<file path="src/include/reset_cause_cfg.svh">
// Constants of the reset cause recorder: register offsets, field positions,
// reset values and timing counts.
// Assumes it is included by its bare name from the design and test files.
`ifndef RESET_CAUSE_CFG_SVH
`define RESET_CAUSE_CFG_SVH

// ----------------------------------------------------------------------------
// Register byte addresses
// ----------------------------------------------------------------------------
`define RCR_CAUSE_OFFSET      16'hFFAC
`define RCR_UV_MODE_OFFSET    16'hFFB0
`define RCR_UV_LEVEL_OFFSET   16'hFFB4
`define RCR_STATUS_OFFSET     16'hFFB8

// ----------------------------------------------------------------------------
// Field positions
// ----------------------------------------------------------------------------
`define RCR_WD_FLAG_BIT       4
`define RCR_UV_FLAG_BIT       0
`define RCR_UV_ENABLE_BIT     7
`define RCR_UV_RESET_SEL_BIT  1
`define RCR_ST_INTERNAL_BIT   0
`define RCR_ST_POC_BIT        1
`define RCR_ST_THRESH_BIT     2
`define RCR_ST_UV_DETECT_BIT  3
`define RCR_ST_WD_REQ_BIT     4

// ----------------------------------------------------------------------------
// Reset values and masks
// ----------------------------------------------------------------------------
`define RCR_CAUSE_RESET       8'h00
`define RCR_UV_MODE_RESET     8'h00
`define RCR_UV_LEVEL_RESET    4'h0
`define RCR_UV_MODE_MASK      8'h82

// ----------------------------------------------------------------------------
// Timing
// ----------------------------------------------------------------------------
`define RCR_OSC_WAIT_CYCLES   16

`endif

</file>
<file path="src/include/reset_cause_pkg.sv">
// Types used by the power-on-clear gate of the reset cause recorder.
// Assumes the constants header sits in the include path.
package reset_cause_pkg;

    // ------------------------------------------------------------------------
    // Power-on-clear gate states
    // ------------------------------------------------------------------------
    typedef enum logic [0:0] {
        POC_HOLD = 1'b0,
        POC_RUN  = 1'b1
    } poc_state_type;

endpackage

</file>
<file path="src/verilog/reset_cause_recorder.sv">
// Reset cause recorder: combines the reset sources into one internal reset,
// records the watchdog and undervoltage causes, and holds the undervoltage
// detector settings, all reachable over a classic Wishbone slave.
// Assumes the watchdog request comes from logic on clk_i and that the pin and
// comparator inputs are asynchronous.
//
// Operation
// RULE1 - Pin reset or power-on clear wipes the whole cause register to zero.
// RULE2 - Reading the cause register returns its contents, then clears it.
// RULE3 - Watchdog reset request sets cause bit 4.
// RULE4 - Undervoltage reset request sets cause bit 0.
// RULE5 - Watchdog or undervoltage reset never clears the other cause flag.
// RULE6 - Pin, power-on and watchdog resets clear undervoltage settings; undervoltage keeps them.
// RULE7 - Cause register is read-only, byte wide, unused bits read zero.
// RULE8 - Power-on clear holds reset until the strap-selected threshold is passed.
// RULE9 - During reset and stabilisation wait, only the program counter is lost.
// RULE10 - A cause event in the same cycle as a read-clear wins over it.
//
// The implementer's own choice: the Wishbone interface to the registers.
`timescale 1ns/100ps
`default_nettype none
`include "reset_cause_cfg.svh"

module reset_cause_recorder #(
    parameter int ADDR_W          = 16,
    parameter int OSC_WAIT_CYCLES = `RCR_OSC_WAIT_CYCLES
) (
    input  wire logic              clk_i,
    input  wire logic              rst_i,
    input  wire logic              wb_cyc_i,
    input  wire logic              wb_stb_i,
    input  wire logic              wb_we_i,
    input  wire logic [ADDR_W-1:0] wb_adr_i,
    input  wire logic [3:0]        wb_sel_i,
    input  wire logic [31:0]       wb_dat_i,
    output var  logic [31:0]       wb_dat_o,
    output var  logic              wb_ack_o,
    input  wire logic              ext_reset_n_i,
    input  wire logic              vdd_above_low_i,
    input  wire logic              vdd_above_high_i,
    input  wire logic              power_clear_threshold_select_i,
    input  wire logic              undervoltage_detect_i,
    input  wire logic              watchdog_reset_req_i,
    output var  logic              internal_reset_o,
    output var  logic [7:0]        undervoltage_mode_o,
    output var  logic [3:0]        undervoltage_level_o
);

    // ------------------------------------------------------------------------
    // Declarations
    // ------------------------------------------------------------------------
    localparam logic [15:0] OSC_WAIT = 16'(OSC_WAIT_CYCLES);

    logic [4:0]  raw_inputs;
    logic [4:0]  synced;
    logic        pin_reset;
    logic        above_low_s;
    logic        above_high_s;
    logic        thresh_sel_s;
    logic        uv_detect_s;
    logic        poc_hold;
    logic        poc_threshold;
    logic        uv_reset_req;
    logic        any_source;

    logic        wd_flag_ff;
    logic        nxt_wd_flag;
    logic        uv_flag_ff;
    logic        nxt_uv_flag;
    logic [7:0]  uv_mode_ff;
    logic [7:0]  nxt_uv_mode;
    logic [3:0]  uv_level_ff;
    logic [3:0]  nxt_uv_level;
    logic [15:0] osc_cnt_ff;
    logic [15:0] nxt_osc_cnt;
    logic        internal_ff;
    logic        nxt_internal;
    logic        ack_ff;
    logic        nxt_ack;
    logic [31:0] dat_ff;
    logic [31:0] nxt_dat;

    logic        take;
    logic        hit_cause;
    logic        hit_mode;
    logic        hit_level;
    logic        hit_status;
    logic        cause_read;
    logic        lane0_write;
    logic [7:0]  cause_byte;
    logic [7:0]  status_byte;

    // ------------------------------------------------------------------------
    // Input synchronisation
    // ------------------------------------------------------------------------
    assign raw_inputs = {undervoltage_detect_i,
                         power_clear_threshold_select_i,
                         vdd_above_high_i,
                         vdd_above_low_i,
                         ext_reset_n_i};

    reset_source_sync #(
        .WIDTH (5)
    ) u_sync (
        .clk_i   (clk_i),
        .rst_i   (rst_i),
        .async_i (raw_inputs),
        .sync_o  (synced)
    );

    assign pin_reset    = ~synced[0];
    assign above_low_s  = synced[1];
    assign above_high_s = synced[2];
    assign thresh_sel_s = synced[3];
    assign uv_detect_s  = synced[4];

    // ------------------------------------------------------------------------
    // Power-on clear
    // ------------------------------------------------------------------------
    power_on_clear_gate u_poc (
        .clk_i              (clk_i),
        .rst_i              (rst_i),
        .above_low_i        (above_low_s),
        .above_high_i       (above_high_s),
        .threshold_select_i (thresh_sel_s),
        .hold_reset_o       (poc_hold),
        .threshold_o        (poc_threshold)
    );

    // The detector resets the device only when enabled and set to reset mode.
    assign uv_reset_req = uv_detect_s
                        & uv_mode_ff[`RCR_UV_ENABLE_BIT]
                        & uv_mode_ff[`RCR_UV_RESET_SEL_BIT];
    assign any_source   = pin_reset | poc_hold | watchdog_reset_req_i | uv_reset_req;

    // ------------------------------------------------------------------------
    // Bus decode
    // ------------------------------------------------------------------------
    assign take        = wb_cyc_i & wb_stb_i & ~ack_ff;
    assign hit_cause   = ({wb_adr_i[ADDR_W-1:2], 2'b00} == `RCR_CAUSE_OFFSET);
    assign hit_mode    = ({wb_adr_i[ADDR_W-1:2], 2'b00} == `RCR_UV_MODE_OFFSET);
    assign hit_level   = ({wb_adr_i[ADDR_W-1:2], 2'b00} == `RCR_UV_LEVEL_OFFSET);
    assign hit_status  = ({wb_adr_i[ADDR_W-1:2], 2'b00} == `RCR_STATUS_OFFSET);
    assign cause_read  = take & ~wb_we_i & hit_cause & wb_sel_i[0];
    assign lane0_write = take & wb_we_i & wb_sel_i[0];

    always_comb begin
        cause_byte                   = `RCR_CAUSE_RESET; // [RULE7]
        cause_byte[`RCR_WD_FLAG_BIT] = wd_flag_ff;
        cause_byte[`RCR_UV_FLAG_BIT] = uv_flag_ff;
        status_byte                       = 8'h00;
        status_byte[`RCR_ST_INTERNAL_BIT] = internal_ff;
        status_byte[`RCR_ST_POC_BIT]      = poc_hold;
        status_byte[`RCR_ST_THRESH_BIT]   = poc_threshold;
        status_byte[`RCR_ST_UV_DETECT_BIT]= uv_detect_s;
        status_byte[`RCR_ST_WD_REQ_BIT]   = watchdog_reset_req_i;
    end

    // ------------------------------------------------------------------------
    // Bus answer
    // ------------------------------------------------------------------------
    always_comb begin
        nxt_ack = take;
        nxt_dat = 32'h0000_0000;
        if (take && !wb_we_i) begin
            if (hit_cause) begin
                nxt_dat = {24'h00_0000, cause_byte}; // [RULE2] [RULE7]
            end else if (hit_mode) begin
                nxt_dat = {24'h00_0000, uv_mode_ff};
            end else if (hit_level) begin
                nxt_dat = {28'h000_0000, uv_level_ff};
            end else if (hit_status) begin
                nxt_dat = {24'h00_0000, status_byte};
            end else begin
                nxt_dat = 32'h0000_0000;
            end
        end
    end

    always_ff @(posedge clk_i) begin
        if (rst_i) begin
            ack_ff <= 1'b0;
            dat_ff <= 32'h0000_0000;
        end else begin
            ack_ff <= nxt_ack;
            dat_ff <= nxt_dat;
        end
    end

    // ------------------------------------------------------------------------
    // Cause flags
    // ------------------------------------------------------------------------
    // Writes to the cause register are ignored; only hardware and reads touch it.
    always_comb begin
        nxt_wd_flag = wd_flag_ff;
        nxt_uv_flag = uv_flag_ff;
        if (cause_read) begin
            nxt_wd_flag = 1'b0; // [RULE2]
            nxt_uv_flag = 1'b0; // [RULE2]
        end
        // The watchdog and undervoltage sources each touch only their own flag, after the read-clear.
        if (watchdog_reset_req_i) begin
            nxt_wd_flag = 1'b1; // [RULE3] [RULE5] [RULE10]
        end
        if (uv_reset_req) begin
            nxt_uv_flag = 1'b1; // [RULE4] [RULE5] [RULE10]
        end
        if (pin_reset || poc_hold) begin
            nxt_wd_flag = 1'b0; // [RULE1]
            nxt_uv_flag = 1'b0; // [RULE1]
        end
    end

    always_ff @(posedge clk_i) begin
        if (rst_i) begin
            wd_flag_ff <= 1'b0;
            uv_flag_ff <= 1'b0;
        end else begin
            wd_flag_ff <= nxt_wd_flag;
            uv_flag_ff <= nxt_uv_flag;
        end
    end

    // ------------------------------------------------------------------------
    // Undervoltage detector settings
    // ------------------------------------------------------------------------
    always_comb begin
        nxt_uv_mode  = uv_mode_ff;
        nxt_uv_level = uv_level_ff;
        if (lane0_write && hit_mode) begin
            nxt_uv_mode = wb_dat_i[7:0] & `RCR_UV_MODE_MASK;
        end
        if (lane0_write && hit_level) begin
            nxt_uv_level = wb_dat_i[3:0];
        end
        if (uv_reset_req) begin
            // Holding the mode also keeps the request alive until recovery.
            nxt_uv_mode  = uv_mode_ff; // [RULE6]
            nxt_uv_level = uv_level_ff; // [RULE6]
        end
        if (pin_reset || poc_hold || watchdog_reset_req_i) begin
            nxt_uv_mode  = `RCR_UV_MODE_RESET; // [RULE6]
            nxt_uv_level = `RCR_UV_LEVEL_RESET; // [RULE6]
        end
    end

    always_ff @(posedge clk_i) begin
        if (rst_i) begin
            uv_mode_ff  <= `RCR_UV_MODE_RESET;
            uv_level_ff <= `RCR_UV_LEVEL_RESET;
        end else begin
            uv_mode_ff  <= nxt_uv_mode;
            uv_level_ff <= nxt_uv_level;
        end
    end

    // ------------------------------------------------------------------------
    // Internal reset and stabilisation wait
    // ------------------------------------------------------------------------
    // No register here is cleared by the internal reset as such; only the
    // source-specific effects above apply, so state survives the wait.
    always_comb begin
        nxt_osc_cnt = osc_cnt_ff;
        if (any_source) begin
            nxt_osc_cnt = OSC_WAIT; // [RULE9]
        end else if (osc_cnt_ff != 16'h0000) begin
            nxt_osc_cnt = osc_cnt_ff - 16'h0001;
        end
        nxt_internal = any_source | (osc_cnt_ff != 16'h0000); // [RULE8] [RULE9]
    end

    always_ff @(posedge clk_i) begin
        if (rst_i) begin
            osc_cnt_ff  <= 16'h0000;
            internal_ff <= 1'b1;
        end else begin
            osc_cnt_ff  <= nxt_osc_cnt;
            internal_ff <= nxt_internal;
        end
    end

    // ------------------------------------------------------------------------
    // Outputs
    // ------------------------------------------------------------------------
    assign wb_ack_o             = ack_ff;
    assign wb_dat_o             = dat_ff;
    assign internal_reset_o     = internal_ff;
    assign undervoltage_mode_o  = uv_mode_ff;
    assign undervoltage_level_o = uv_level_ff;

endmodule

`default_nettype wire

</file>
<file path="src/verilog/reset_source_sync.sv">
// Two-flop synchronisers for the asynchronous reset sources and comparators.
// Assumes every bit of async_i may change at any time relative to clk_i.
`timescale 1ns/100ps
`default_nettype none

module reset_source_sync #(
    parameter int WIDTH = 4
) (
    input  wire logic             clk_i,
    input  wire logic             rst_i,
    input  wire logic [WIDTH-1:0] async_i,
    output var  logic [WIDTH-1:0] sync_o
);

    // ------------------------------------------------------------------------
    // One chain per bit
    // ------------------------------------------------------------------------
    genvar gi;
    generate
        for (gi = 0; gi < WIDTH; gi = gi + 1) begin : g_bit
            logic meta_ff;
            always_ff @(posedge clk_i) begin
                if (rst_i) begin
                    meta_ff      <= 1'b0;
                    sync_o[gi]   <= 1'b0;
                end else begin
                    meta_ff      <= async_i[gi];
                    sync_o[gi]   <= meta_ff;
                end
            end
        end
    endgenerate

endmodule

`default_nettype wire

</file>
<file path="src/verilog/power_on_clear_gate.sv">
// Power-on-clear gate: holds reset from power-up until the supply passes the
// release threshold picked by the threshold select strap.
// Assumes the comparator levels arrive already synchronised to clk_i.
`timescale 1ns/100ps
`default_nettype none

module power_on_clear_gate (
    input  wire logic clk_i,
    input  wire logic rst_i,
    input  wire logic above_low_i,
    input  wire logic above_high_i,
    input  wire logic threshold_select_i,
    output var  logic hold_reset_o,
    output var  logic threshold_o
);

    reset_cause_pkg::poc_state_type state_ff;
    reset_cause_pkg::poc_state_type nxt_state;
    logic                           captured_ff;
    logic                           nxt_captured;
    logic                           threshold_ff;
    logic                           nxt_threshold;
    logic                           release_ok;

    // ------------------------------------------------------------------------
    // Next state
    // ------------------------------------------------------------------------
    always_comb begin
        nxt_captured  = 1'b1;
        // The strap is followed while holding, so threshold_o keeps the value in force at release.
        nxt_threshold = hold_reset_o ? threshold_select_i : threshold_ff;
        release_ok    = captured_ff && (threshold_select_i ? above_high_i : above_low_i);
        nxt_state     = state_ff;
        case (state_ff)
            reset_cause_pkg::POC_HOLD: begin
                if (release_ok) begin
                    nxt_state = reset_cause_pkg::POC_RUN; // [RULE8]
                end
            end
            reset_cause_pkg::POC_RUN: begin
                // A dip below the low threshold reasserts reset in either mode.
                if (!above_low_i) begin
                    nxt_state = reset_cause_pkg::POC_HOLD;
                end
            end
            default: begin
                nxt_state = reset_cause_pkg::POC_HOLD;
            end
        endcase
    end

    // ------------------------------------------------------------------------
    // Registers
    // ------------------------------------------------------------------------
    always_ff @(posedge clk_i) begin
        if (rst_i) begin
            state_ff     <= reset_cause_pkg::POC_HOLD; // [RULE8]
            captured_ff  <= 1'b0;
            threshold_ff <= 1'b0;
        end else begin
            state_ff     <= nxt_state;
            captured_ff  <= nxt_captured;
            threshold_ff <= nxt_threshold;
        end
    end

    assign hold_reset_o = (state_ff == reset_cause_pkg::POC_HOLD);
    assign threshold_o  = threshold_ff;

endmodule

`default_nettype wire

</file>
<file path="config.mk">
export PLATFORM = sky130hd
export DESIGN_NAME = reset_cause_recorder
export DESIGN_NICKNAME = d
export VERILOG_FILES = /design/src/include/reset_cause_pkg.sv /design/src/verilog/reset_cause_recorder.sv /design/src/verilog/reset_source_sync.sv /design/src/verilog/power_on_clear_gate.sv
export VERILOG_INCLUDE_DIRS = /design/src /design/src/include
export SDC_FILE = /design/constraint.sdc
export NUM_CORES = 1
export LEC_CHECK = 0
export BUFFER_PORTS_ARGS = -buffer_cell sky130_fd_sc_hd__buf_2
export CORE_MARGIN = 3
export CORE_UTILIZATION = 43
export CTS_BUF_LIST = sky130_fd_sc_hd__clkbuf_4 sky130_fd_sc_hd__clkbuf_8
export CTS_CLUSTER_SIZE = 8
export DETAILED_ROUTE_END_ITERATION = 7
export GPL_TIMING_DRIVEN = 0
export PLACE_DENSITY = 0.76
export SYNTH_ARGS = -nofsm -noshare
export SYNTH_HDL_FRONTEND = slang
export SYNTH_SLANG_ARGS = --single-unit
export TNS_END_PERCENT = 1
</file>
<file path="constraint.sdc">
create_clock -name clk_i -period 1.8 [get_ports clk_i]
set_input_delay 0.18 -clock clk_i [delete_from_list [all_inputs] [get_ports clk_i]]
set_output_delay 0.18 -clock clk_i [all_outputs]
set_load 0.01 [all_outputs]
</file>
==> flow_metrics.env <==
export IMPL_grt_max_degree=16
export IMPL_cellPowerDensity_mw_per_mm2=656
export IMPL_finalPower_mw=1.84
export IMPL_nets=403
export IMPL_outcome="complete, no violations"
export IMPL_endpoint_kind="register"
export IMPL_synth_cell_type_count=55
export IMPL_num_fill_cells=433
export IMPL_tns_ns=0
export IMPL_ys_seq_area_share_pct=40.2
export IMPL_drt_wirelength_per_cell_um=11.9
export IMPL_critPathMostFrequentCell="inv_2"
export IMPL_grt_pass1_wl_mm=7.94
export IMPL_cp_num_buf_inv=2
export IMPL_drive_gt1_share_pct=31.5
export IMPL_startpoint_type="register"
export IMPL_path_cells="inv_2 > ha_4 > inv_2 > or3_2 > a2111oi_4 > a21oi_1"
export IMPL_yosysWarnings=0
export IMPL_synth_edf_count=0
export IMPL_num_vias=2004
export IMPL_portBuffers=44
export IMPL_clkSinkCount=45
export IMPL_antenna_found_initial=0
export IMPL_placedCellCount=399
export IMPL_path_class="reg -> reg"
export IMPL_finalCritPeriodShare_pct=96.9
export IMPL_cp_required_ns=1.97
export IMPL_track_usage_pct=15.9
export IMPL_fp_coreArea_mm2=0.00488
export IMPL_worstPathArrival_ns=1.91
export IMPL_viasPerCell=4.92
export IMPL_place_congestion=0.856
export IMPL_peakVddDrop_uv=370
export IMPL_first_pass_iters=4
export IMPL_dp_hpwl_mm=3.59
export IMPL_die_area_mm2=0.00611
export IMPL_ios=109
export IMPL_postRouteWirelength_mm=4.83
export IMPL_tightest_slew_ns=0.709
export IMPL_critical_path_top_delay_family="compound AO/OA/AOI/OAI gates"
export IMPL_period_minus_slack_ns=1.74
export IMPL_die_h_um=78.2
export IMPL_fin_cells=407
export IMPL_drt_initial_drc_count=146
export IMPL_numCtsBuffers=5
export IMPL_ys_async_sr_fraction_pct=0
export IMPL_antennaDiodeCount=0
export IMPL_synth_seq_cells=45
export IMPL_clockBufferDepth=2
export IMPL_clk_latency_ns=0.30
export IMPL_initial_core_util_pct=45.9
export IMPL_avgSynthCellArea_um2=8.71
export IMPL_root_buffer="clkbuf_8"
export IMPL_hold_path_class="in -> reg"
export IMPL_slew_viol_final=0
export IMPL_synth_cells=257
export IMPL_synthFlopType="dfxtp_1"
export IMPL_cpPeakStageDelay_ns=0.46
export IMPL_synth_area_mm2=0.00224
export IMPL_fp_dieW_um=78.2
export IMPL_syn2layout_area_growth_pct=25.3
export IMPL_max_freq_ghz=0.573
export IMPL_cap_violations=0
export IMPL_setup_viol=0
export IMPL_tritoncts="done"
export IMPL_drcViolationCount=0
export IMPL_gr_total_overflow=0
export IMPL_critPathMaxFanout=7
export IMPL_grt_pass1_vias=1717
export IMPL_max_slew_margin_pct=52.3
export IMPL_hold_violations=0
export IMPL_rows=25
export IMPL_grt_setup_unrepaired="yes"
export IMPL_critPathSlowestCell="or3_2"
export IMPL_antenna_left=0
export IMPL_p_leak_nw=1.22
export IMPL_fin_skew_ns=0.00592
export IMPL_h_tree_depth=2
export IMPL_clkTransAtPathRegs_ns=0.09
## synthesized netlist by cell type (2+ instances only)
master,count,share of area (%)
o21ai_0,14,3.1
nand2b_1,2,0.56
nand4b_1,3,1.2
nand3b_1,2,0.67
a211oi_1,2,0.67
buf_4,32,11
nor2_1,16,2.7
nor2b_1,13,3.6
nand2_1,12,2.0
a21o_1,2,0.67
and3_1,3,0.84
dfxtp_1,45,40
clkbuf_1,3,0.50
nand4_1,3,0.84
mux2i_1,5,2.2
a22oi_1,4,1.3
or4_1,5,1.7
nor4_1,6,1.7
a21oi_1,16,3.6
nor3_1,6,1.3
or3_1,6,1.7
buf_1,2,0.34
inv_1,9,1.5
nand3_1,15,3.4
## cells in the final DEF (no fill, tap or decap), types with 2 or more instances in the layout
master | Yosys | routed
a211oi_1 | 2 | 2
a21o_1 | 2 | 2
a21oi_1 | 16 | 16
a22oi_1 | 4 | 4
and3_1 | 3 | 3
buf_1 | 2 | 2
buf_2 | 0 | 44
buf_4 | 32 | 32
clkbuf_1 | 3 | 3
clkbuf_8 | 0 | 5
clkinv_4 | 0 | 2
conb_1 | 1 | 32
dfxtp_1 | 45 | 43
dfxtp_2 | 0 | 2
inv_1 | 9 | 6
inv_2 | 0 | 3
mux2i_1 | 5 | 5
nand2_1 | 12 | 12
nand2b_1 | 2 | 2
nand3_1 | 15 | 15
nand3b_1 | 2 | 2
nand4_1 | 3 | 3
nand4b_1 | 3 | 3
nor2_1 | 16 | 15
nor2b_1 | 13 | 13
nor3_1 | 6 | 6
nor4_1 | 6 | 5
o21ai_0 | 14 | 14
or3_1 | 6 | 6
or4_1 | 5 | 5
## power by group
part	switching, mW	internal (mW)	leakage (nW)
combinational	0.0951	0.0997	0.809
sequential	0.00824	1.01	0.367
clock	0.352	0.275	0.0481
## registers in the layout (all words and copies together) (netlist names)
name                  count
u_sync.sync_o             5
undervoltage_mode_o       2
u_poc.threshold_o         1
u_poc.captured_ff         1
uv_flag_ff                1
u_sync.g_bit.meta_ff      5
wd_flag_ff                1
wb_dat_o                  6
internal_reset_o          1
osc_cnt_ff               16
u_poc.state_ff            1
wb_ack_o                  1
undervoltage_level_o      4
## layout make-up
| type | instances | area, um^2 | share of cell area [%] |
|---|---|---|---|
| clock inverters | 3 | 22.5 | 0.803 |
| multi-input cells | 197 | 1210 | 43.2 |
| flip-flops and latches | 45 | 903 | 32.2 |
| plain buffers | 37 | 259 | 9.24 |
| inverters | 9 | 33.8 | 1.20 |
| clock buffers | 5 | 68.8 | 2.45 |
| well taps | 67 | 83.8 | 2.99 |
| repair buffers | 44 | 220 | 7.85 |
## routing by layer
layer	vias up	GRT usage, %	routed length [um]
li1	1032	-	-
met1	884	21.2	2150
met2	80	25.0	2190
met3	8	4.24	415
met4	0	5.07	68
met5	-	0	0
## worst paths after layout
kind,cells past startpoint,startpoint,slack (ns),to
hold reg to reg,1,u_sync.g_bit[4].meta_ff$_SDFF_PP0_,0.44,u_sync.sync_o[4]$_SDFF_PP0_
hold / removal,2,vdd_above_low_i,0.08,u_sync.g_bit[1].meta_ff$_SDFF_PP0_
setup reg to reg,6,osc_cnt_ff[0]$_SDFFE_PP0P_,0.06,osc_cnt_ff[4]$_SDFFE_PP0P_
setup / recovery,6,osc_cnt_ff[0]$_SDFFE_PP0P_,0.06,osc_cnt_ff[4]$_SDFFE_PP0P_
## through the flow
step	setup slack, ns	instance area, um^2	util [%]	hold slack, ns
6_report	0.0557	2800	57.5	0.0819
5_1_grt	-0.0574	2800	57.5	0.0809
3_3_place_gp	-0.105	2660	54.5	0.389
3_5_place_dp	-0.112	2660	54.5	0.397
2_1_floorplan	0.0931	2350	-	0.252
4_1_cts	0.000303	2780	57.1	0.0744
## logic make-up (layout without fill, tap and decap cells)
| kind of cell | Yosys count | in the layout | share of synthesized area [%] |
|---|---|---|---|
| and+or+nand+nor | 109 | 109 | 29.6 |
| AOI/OAI and AO/OA | 49 | 49 | 13.7 |
| buffers and inverters | 46 | 98 | 13.1 |
| DFF | 45 | 45 | 40.2 |
| muxes | 5 | 5 | 2.24 |
| adders and majority gates | 1 | 1 | 0.559 |
| other | 1 | 32 | 0.168 |
| xor gates and xnor gates | 1 | 1 | 0.391 |
## timing repair
item	in CTS	in global routing
gates resized for setup	7	7
hold buffers	0	0
gates cloned	0	0
buffers inserted	0	0
setup endpoints to repair	3	12
pin swaps	0	1
Power figures use the tool's default switching activity.
